### config.mk
export PLATFORM = sky130hd
export DESIGN_NAME = cem_error_monitor
export DESIGN_NICKNAME = d
export VERILOG_FILES = /design/src/design/cem_pkg.sv /design/src/design/cem_error_monitor.sv
export VERILOG_INCLUDE_DIRS = /design/src /design/src/design
export SDC_FILE = /design/constraint.sdc
export NUM_CORES = 1
export LEC_CHECK = 0
export BUFFER_PORTS_ARGS = -buffer_cell sky130_fd_sc_hd__buf_2
export CORE_UTILIZATION = 45
export CTS_BUF_LIST = sky130_fd_sc_hd__clkbuf_4 sky130_fd_sc_hd__clkbuf_8 sky130_fd_sc_hd__clkbuf_16
export DETAILED_ROUTE_END_ITERATION = 8
export PLACE_DENSITY = 0.73
export SETUP_SLACK_MARGIN = 0.15
export SLEW_MARGIN = 15
export SYNTH_ARGS = -nofsm -noshare
export SYNTH_HDL_FRONTEND = slang
export SYNTH_SLANG_ARGS = --single-unit
### constraint.sdc
create_clock -name sys_clk_in -period 1.9 [get_ports sys_clk_in]
set_input_delay 0.38 -clock sys_clk_in [delete_from_list [all_inputs] [get_ports sys_clk_in]]
set_output_delay 0.38 -clock sys_clk_in [all_outputs]
set_load 0.02 [all_outputs]
### src/design/cem_params.svh
`ifndef CEM_PARAMS_SVH
`define CEM_PARAMS_SVH
// Behaviour
// Hold lowest temperature under low limit in 3 bits; 7 is idle; read clears.
// Count erroneous received packets in 8 bits; a read clears the count.
// Status bit 3 sets when a line is shorter than header count.
// Status bit 2 sets on an uncorrectable payload checksum error.
// Status bit 1 sets on a two-bit header ECC error.
// Status bit 0 sets on a single-bit header ECC error.
// Lanes 1 and 0 report correctable sync faults at bits 7 and 3.
// Lanes 1 and 0 report multi-bit sync faults at bits 6 and 2.
// Lanes 1 and 0 report request control faults at bits 5 and 1.
// Lanes 3 and 2 use the same layout in the next register.
// Clock lane request control fault sits at bit 1, rest reserved.
// Header virtual channel in bits 7:6, data type in 5:0.
// Header word count low and high bytes in consecutive registers.
// Header ECC byte shown in bits 5:0 of its register.
// Bit 7 of the ECC register flags a line length change.
// Header fields follow the latest long packet, else stay unchanged.
// Error counter saturates at its maximum instead of wrapping.

// Register indices; byte address is four times the index
`define CEM_IDX_TEMP 8'h5A
`define CEM_IDX_RSVD5B 8'h5B
`define CEM_IDX_ERRCNT 8'h5C
`define CEM_IDX_ERRFLG 8'h5D
`define CEM_IDX_LANE01 8'h5E
`define CEM_IDX_LANE23 8'h5F
`define CEM_IDX_CLKLN 8'h60
`define CEM_IDX_HDRID 8'h61
`define CEM_IDX_WCLO 8'h62
`define CEM_IDX_WCHI 8'h63
`define CEM_IDX_ECC 8'h64
`define CEM_IDX_CTRL 8'h70
// Field positions
`define CEM_ERR_SHORT 3
`define CEM_ERR_CHK 2
`define CEM_ERR_DBL 1
`define CEM_ERR_SGL 0
`define CEM_ECC_CHG 7
`define CEM_CTRL_CNT_EN 0
`define CEM_CTRL_CAP_EN 1
// Reset and saturation values
`define CEM_TEMP_IDLE 3'h7
`define CEM_CNT_MAX 8'hFF
`define CEM_CTRL_RST 2'h3
`endif

### src/design/cem_pkg.sv
package cem_pkg;
    // Received packet header as decoded by the receive path
    typedef struct packed {
        logic hdr_valid;
        logic hdr_long;
        logic [1:0] captured_virtual_channel;
        logic [5:0] captured_data_type;
        logic [15:0] word_count;
        logic [5:0] header_ecc;
    } cem_hdr_t;
    // One-cycle packet level error pulses
    typedef struct packed {
        logic pkt_err;
        logic short_line_flag;
        logic payload_check_fail;
        logic header_double_fault;
        logic header_single_fault;
        logic line_change;
    } cem_pkt_evt_t;
    // One-cycle per lane fault pulses
    typedef struct packed {
        logic sync_single_fault_lane;
        logic sync_multi_fault_lane;
        logic hs_request_control_fault_lane;
    } cem_lane_evt_t;
    // Temperature alarm input
    typedef struct packed {
        logic temperature_low_limit;
        logic [2:0] reading;
    } cem_temp_t;
endpackage : cem_pkg

### src/design/cem_error_monitor.sv
`timescale 1ns/10ps
`include "cem_params.svh"
module cem_error_monitor #(
    parameter int ADDR_W = 10,
    parameter int LANES = 4
) (
    input wire logic sys_clk_in,
    input wire logic nrst_in,
    input wire logic [ADDR_W-1:0] address_in,
    input wire logic read_in,
    input wire logic write_in,
    input wire logic [31:0] writedata_in,
    input wire logic [3:0] byteenable_in,
    output logic [31:0] readdata_out,
    output logic waitrequest_out,
    input wire cem_pkg::cem_hdr_t hdr_in,
    input wire cem_pkg::cem_pkt_evt_t pkt_evt_in,
    input wire cem_pkg::cem_lane_evt_t [LANES-1:0] lane_evt_in,
    input wire logic hs_request_control_fault_clock_in,
    input wire cem_pkg::cem_temp_t temp_in
);
    import cem_pkg::*;

    logic bus_wait;
    logic [7:0] idx;
    logic take;
    logic rd_take;
    logic wr_take;
    logic [7:0] rd_byte;
    logic [2:0] temp_min;
    logic temp_b7;
    logic temp_b3;
    logic [5:0] rsvd5b;
    logic [7:0] err_cnt;
    logic [3:0] err_flags;
    logic [2:0] lane_flags [LANES];
    logic clk_fault;
    logic [1:0] vchan;
    logic [5:0] dtype;
    logic [15:0] wcount;
    logic [5:0] ecc_byte;
    logic len_change;
    logic [1:0] ctrl;

    // Decode: each register owns one aligned word
    assign idx = address_in[9:2];
    assign take = bus_wait & (read_in | write_in);
    assign rd_take = take & read_in;
    assign wr_take = take & write_in & byteenable_in[0];

    // One wait cycle, then a one-cycle answer
    always_ff @(posedge sys_clk_in or negedge nrst_in) begin
        if (!nrst_in) begin
            bus_wait <= 1'b1;
        end else if (take) begin
            bus_wait <= 1'b0;
        end else begin
            bus_wait <= 1'b1;
        end
    end
    assign waitrequest_out = bus_wait;

    // Read data is latched on the same edge as the read side effects
    always_ff @(posedge sys_clk_in or negedge nrst_in) begin
        if (!nrst_in) begin
            readdata_out <= 32'h0;
        end else if (rd_take) begin
            readdata_out <= {24'h0, rd_byte};
        end
    end

    // Own control: count enable and header capture enable
    always_ff @(posedge sys_clk_in or negedge nrst_in) begin
        if (!nrst_in) begin
            ctrl <= `CEM_CTRL_RST;
        end else if (wr_take && idx == `CEM_IDX_CTRL) begin
            ctrl <= writedata_in[1:0];
        end
    end

    // Lowest reading held; a new event beats a clearing read
    always_ff @(posedge sys_clk_in or negedge nrst_in) begin
        if (!nrst_in) begin
            temp_min <= `CEM_TEMP_IDLE;
        end else if (temp_in.temperature_low_limit) begin
            if (rd_take && idx == `CEM_IDX_TEMP) begin
                temp_min <= temp_in.reading;
            end else if (temp_in.reading < temp_min) begin
                temp_min <= temp_in.reading;
            end
        end else if (rd_take && idx == `CEM_IDX_TEMP) begin
            temp_min <= `CEM_TEMP_IDLE;
        end
    end

    // Plain storage for the writable reserved bits
    always_ff @(posedge sys_clk_in or negedge nrst_in) begin
        if (!nrst_in) begin
            temp_b7 <= 1'b0;
            temp_b3 <= 1'b0;
            rsvd5b <= 6'h00;
        end else if (wr_take && idx == `CEM_IDX_TEMP) begin
            temp_b7 <= writedata_in[7];
            temp_b3 <= writedata_in[3];
        end else if (wr_take && idx == `CEM_IDX_RSVD5B) begin
            rsvd5b <= writedata_in[7:2];
        end
    end

    // Error count; saturating so a slow reader never sees a small count
    always_ff @(posedge sys_clk_in or negedge nrst_in) begin
        if (!nrst_in) begin
            err_cnt <= 8'h00;
        end else if (rd_take && idx == `CEM_IDX_ERRCNT) begin
            err_cnt <= {7'h00, pkt_evt_in.pkt_err & ctrl[`CEM_CTRL_CNT_EN]};
        end else if (pkt_evt_in.pkt_err && ctrl[`CEM_CTRL_CNT_EN]
                     && err_cnt != `CEM_CNT_MAX) begin
            err_cnt <= err_cnt + 8'h01;
        end
    end

    // Sticky packet status; set wins over the clearing read
    always_ff @(posedge sys_clk_in or negedge nrst_in) begin
        if (!nrst_in) begin
            err_flags <= 4'h0;
        end else begin
            err_flags <= ((rd_take && idx == `CEM_IDX_ERRFLG) ? 4'h0
                          : err_flags)
                         | {pkt_evt_in.short_line_flag,
                            pkt_evt_in.payload_check_fail,
                            pkt_evt_in.header_double_fault,
                            pkt_evt_in.header_single_fault};
        end
    end

    // Per lane sticky faults, cleared by reading their register
    for (genvar l = 0; l < LANES; l++) begin : g_lane
        logic clr;
        assign clr = rd_take && idx == ((l < 2) ? `CEM_IDX_LANE01
                                                : `CEM_IDX_LANE23);
        always_ff @(posedge sys_clk_in or negedge nrst_in) begin
            if (!nrst_in) begin
                lane_flags[l] <= 3'h0;
            end else begin
                lane_flags[l] <= (clr ? 3'h0 : lane_flags[l])
                                 | lane_evt_in[l];
            end
        end

    end

    // Clock lane fault, same sticky scheme
    always_ff @(posedge sys_clk_in or negedge nrst_in) begin
        if (!nrst_in) begin
            clk_fault <= 1'b0;
        end else begin
            clk_fault <= ((rd_take && idx == `CEM_IDX_CLKLN) ? 1'b0
                          : clk_fault) | hs_request_control_fault_clock_in;
        end
    end

    // Header capture from long packets only
    always_ff @(posedge sys_clk_in or negedge nrst_in) begin
        if (!nrst_in) begin
            vchan <= 2'h0;
            dtype <= 6'h00;
            wcount <= 16'h0000;
            ecc_byte <= 6'h00;
        end else if (hdr_in.hdr_valid && hdr_in.hdr_long
                     && ctrl[`CEM_CTRL_CAP_EN]) begin
            vchan <= hdr_in.captured_virtual_channel;
            dtype <= hdr_in.captured_data_type;
            wcount <= hdr_in.word_count;
            ecc_byte <= hdr_in.header_ecc;
        end
    end

    // Line length change, sticky until the ECC register is read
    always_ff @(posedge sys_clk_in or negedge nrst_in) begin
        if (!nrst_in) begin
            len_change <= 1'b0;
        end else begin
            len_change <= ((rd_take && idx == `CEM_IDX_ECC) ? 1'b0
                           : len_change) | pkt_evt_in.line_change;
        end
    end

    // Read mux; unmapped words read zero
    always_comb begin
        case (idx)
            `CEM_IDX_TEMP: rd_byte = {temp_b7, 3'h0, temp_b3, temp_min};
            `CEM_IDX_RSVD5B: rd_byte = {rsvd5b, 2'h0};
            `CEM_IDX_ERRCNT: rd_byte = err_cnt;
            `CEM_IDX_ERRFLG: rd_byte = {4'h0, err_flags};
            `CEM_IDX_LANE01: rd_byte = {lane_flags[1], 1'b0,
                                        lane_flags[0], 1'b0};
            `CEM_IDX_LANE23: rd_byte = {lane_flags[3], 1'b0,
                                        lane_flags[2], 1'b0};
            `CEM_IDX_CLKLN: rd_byte = {6'h00, clk_fault, 1'b0};
            `CEM_IDX_HDRID: rd_byte = {vchan, dtype};
            `CEM_IDX_WCLO: rd_byte = wcount[7:0];
            `CEM_IDX_WCHI: rd_byte = wcount[15:8];
            `CEM_IDX_ECC: rd_byte = {len_change, 1'b0, ecc_byte};
            `CEM_IDX_CTRL: rd_byte = {6'h00, ctrl};
            default: rd_byte = 8'h00;
        endcase
    end
endmodule : cem_error_monitor

==> impl.org <==
** Run status
- Status :: finished clean

** STA
- The final critical path takes up 88.52% of the cycle.
- Max-slew violation total from the final report :: 0
- At the pin with the least slew margin, the transition time is 0.5857 ns.
- The worst path in the final design needs a cycle of 1.682 ns, including I/O delays and setup.
- Max-slew headroom at the worst pin :: 60.96%
- The final hold violation count was 0.
- Setup repair after global routing missed its margin :: false
- Setup violations remaining at the end of the flow were counted as 0.
- Between clock sinks in the finished design, the worst skew comes to 0.01239 ns.
- Max Freq :: 0.5946 GHz

** Drt
- Number of optimization iterations in the first detailed-route pass :: 4
- In the final routed layout, each cell accounts on average for 16.08 um.
- Final wirelength :: 9.276 mm
- Dividing the detail-routed via count by the number of cells gives 5.348.
- In this run the remaining antenna-violating nets after routing total 0.
- In the routed design, unresolved DRC markers number 0.
- Total via count in the routed design :: 3086
- The detailed router finished its first iteration with 210 violations.

** Synthesis
- Counting flops with an async set or reset pin after synthesis yields a share of 100.0%.
- Number of warning messages in the yosys log :: 0
- Of the synthesized area, sequential elements account for 48.44%.
- Among all flip-flop cells after synthesis, the most frequent one is sky130_fd_sc_hd__dfrtp_1.
- Of all cell types, the one taking the most synthesized area is sky130_fd_sc_hd__dfrtp_1.
- A synthesized cell averages 11.14 um2.
- Cell Area, Synth :: 0.004045 mm2
- In the post-synthesis netlist, the biggest area contributors are sky130_fd_sc_hd__dfrtp_1 (45%), sky130_fd_sc_hd__mux2_2 (14%), sky130_fd_sc_hd__buf_4 (4.5%).
- The cell count after synthesis came out at 363.
- Total of flip-flops plus latches after synthesis :: 78
- Number of distinct library cells after synthesis :: 54
- In this run, synthesis inferred 0 flip-flops with an integrated enable.
- In this run the biggest area consumer among cell types represents 44.54% of the synthesized area.

** Worst setup path
- Required @ worst endpoint :: 2.18 ns
- Highest-delay cell along the critical path :: sky130_fd_sc_hd__dfstp_2
- Endpoint of the worst-slack reg-to-reg timing path :: temp_min[0]$_DFFE_PN1P_
- In this run the worst path has a maximum fanout of 2.
- Walking the worst path, the cells encountered are inv_1, ha_1, a21boi_2, o21ai_1, a32o_2, mux2_2.
- For flop-to-flop paths, the worst setup slack is 0.22 ns.
- Element type at the critical path end :: register
- Number of buffer and inverter instances along the worst setup path :: 1
- Reg2Reg Depth :: 6
- By startpoint and endpoint, the worst setup path is classified as register to register.
- Family with the most delay on the worst path :: flip-flops
- For the worst setup path, the data arrival time is 1.96 ns.
- CP Launch Type :: register
- The largest single stage delay on the critical path is 0.54 ns.
- Crit Reg-Reg Startpoint :: temp_min[1]$_DFFE_PN1P_

** GRT
- Summed over all layers, the global routing overflow is 0.
- Number of antenna violations at the first check in global routing :: 0
- Global routing consumed, over all layers together, 20.61% of the routing resources.
- Via count of the first global-routing pass :: 3146
- Entering global routing, the biggest net connects 45 pins.
- The first global-routing pass estimated 15.32 mm of wire.

** Die
- The region available for standard cell placement spans 0.008721 mm2.
- Starting density of the core :: 46.38%
- Die area :: 0.009372 mm2
- I/O pin cnt :: 138
- In this run the horizontal extent of the chip is 96.81 um.
- Vert. Die Dim :: 96.81 um
- Standard-cell row count :: 34

** Place
- DP Area :: 0.004624 mm2
- Final Wtd Congestion :: 0.8728
- The wire-length estimate of the detail-placed layout is 7.150 mm.
- In this run the tool buffered the top-level ports with 84 buffer cells.

** Clocking
- Counting every sink on the clock net gives 78.
- Number of levels the H-tree was split into :: 3
- TritonCTS built the clock tree.
- Latest clock arrival within the worst-skew pair :: 0.35 ns
- CTS Hold Buffers Added :: 0
- Clock buffer depth :: 2
- Reg clk slew, reported paths :: 0.08 ns
- Buffers inserted during clock tree synthesis total 9.
- The root buffer cell chosen for the clock tree is sky130_fd_sc_hd__clkbuf_8.

** Hold path
- Worst Hold Class :: primary input to asynchronous set/reset pin

** Layout
- The number of antenna diodes in the final layout is 0.
- Measured on the finished design, the core utilization comes to 55.78%.
- Number of nets in the layout :: 572
- Final Instance Area :: 0.004865 mm2
- Relative to the synthesized area, the layout overhead comes to 20.26%.
- Of the cells placed in the final design, the portion with a size suffix greater than 1 is 40.51%.

** Power
- Power per cell area :: 761.5 mW/mm2
- Across the VDD grid, the largest voltage drop is 0.4467 mV.
- Leakage :: 2.346 nW
- Power comes to 3.704 mW.

** Run
- Max-cap violations in this run came to 0.
-- layout make-up --
class,instances,area (um2)
multi-input combinational,260,1881
timing repair buffer,110,643.1
clock inverter,5,82.58
sequential,78,1959
fill,760,3856
inverter,5,18.77
clock buffer,11,145.1
tap,108,135.1
-- repair_timing --
item,4_1_cts,5_1_grt
pin swaps,0,1
hold endpoints to repair,0,0
gates cloned,0,0
setup endpoints to repair,1,3
setup buffers,0,1
gates resized for setup,1,3
-- logic make-up (layout without fill, tap and decap cells) --
group                    Yosys count  count (layout)  synth area share, %
XOR/XNOR                           8               8                1.732
flip-flops                        78              78                48.44
adder cells (fa/ha/maj)            3               3               0.9280
buffers and inverters             48             131                7.331
AND/OR/NAND/NOR                   94              94                12.74
other                              1              24              0.09270
multiplexers                      62              62                17.20
AO/OA/AOI/OAI                     69              69                11.54
-- cells in the mapped netlist (all sizes together), types with 3 or more instances --
cell and n:
a21o 17, a21oi 13, a22oi 6, and3 5
buf 37, clkbuf 6, dfrtp 72, dfstp 6
ha 3, inv 5, mux2 50, mux2i 11
nand2 26, nand2b 4, nand3 7, nand3b 5
nand4 3, nor2 17, nor2b 9, nor3 3
nor3b 4, nor4 3, o21ai 14, o22ai 3
xor2 6
-- where the power goes --
group	total [mW]	switching, mW	internal [mW]
Sequential	1.81	0.0549	1.75
Combinational	0.503	0.266	0.237
Clock	1.39	0.602	0.793
-- worst register-to-register path: cells and delay by family, from the launching register on --
| family | cells | cell delay (ns) |
|---|---|---|
| AO/OA/AOI/OAI | 3 | 0.44 |
| adder cells (fa/ha/maj) | 1 | 0.26 |
| buffers and inverters | 1 | 0.05 |
| flip-flops | 1 | 0.54 |
| multiplexers | 1 | 0.33 |
-- cell usage in the layout, fill, tap and decap left out, types with 3 or more instances in the layout --
cell type                  count
sky130_fd_sc_hd__o21ai_0      13
sky130_fd_sc_hd__nor3b_1       4
sky130_fd_sc_hd__nand3_1       7
sky130_fd_sc_hd__mux2i_1      11
sky130_fd_sc_hd__clkbuf_8     10
sky130_fd_sc_hd__nand2_1      25
sky130_fd_sc_hd__xor2_1        6
sky130_fd_sc_hd__nand2b_1      4
sky130_fd_sc_hd__buf_4        25
sky130_fd_sc_hd__a22oi_1       6
sky130_fd_sc_hd__nand3b_1      5
sky130_fd_sc_hd__dfstp_2       6
sky130_fd_sc_hd__and3_1        5
sky130_fd_sc_hd__mux2_2       50
sky130_fd_sc_hd__buf_2        83
sky130_fd_sc_hd__nor2_1       17
sky130_fd_sc_hd__dfrtp_1      72
sky130_fd_sc_hd__a21o_1       17
sky130_fd_sc_hd__o22ai_1       3
sky130_fd_sc_hd__a21oi_1      13
sky130_fd_sc_hd__nand4_1       3
sky130_fd_sc_hd__ha_1          3
sky130_fd_sc_hd__nor2b_1       9
sky130_fd_sc_hd__inv_1         5
sky130_fd_sc_hd__conb_1       24
-- metrics by stage --
step	hold slack, ns	setup slack [ns]	TNS (ns)	cells
3_5_place_dp	0.4240	-0.03810	-0.1599	560
5_1_grt	0.06649	0.1526	0	577
2_1_floorplan	0.08441	0.1691	0	386
3_3_place_gp	0.4200	0.01906	0	560
6_report	0.02832	0.2181	0	577
4_1_cts	0.04172	0.1642	0	576
-- state kept, by name (all words and copies together), names as in the netlist, 3 cells and up --
register,count
dtype,6
wcount,16
rsvd5b,6
err_cnt,8
err_flags,4
lane_flags,12
ecc_byte,6
temp_min,3
readdata_out,8
-- worst max-delay path by stage --
stage	endpoint	cells past startpoint	startpoint
final	temp_min[0]$_DFFE_PN1P_	6	temp_min[1]$_DFFE_PN1P_
after global routing	temp_min[0]$_DFFE_PN1P_	6	temp_min[1]$_DFFE_PN1P_
after CTS	temp_min[2]$_DFFE_PN1P_	7	temp_min[1]$_DFFE_PN1P_
after detailed placement	readdata_out[4]$_DFFE_PN0N_	7	address_in[3]
after global placement	readdata_out[3]$_DFFE_PN0N_	7	address_in[3]
after floorplan	rsvd5b[0]$_DFFE_PN0P_	7	address_in[8]
-- metal layers --
metal  vias up  wire (um)  global-route usage, %
met3        13        530                  5.058
met4         0        144                  6.429
li1       1451          -                      -
met1      1505       4132                  27.21
met2       117       4469                  33.48
met5         -          0                      0
(Power assumes the default switching activity.)
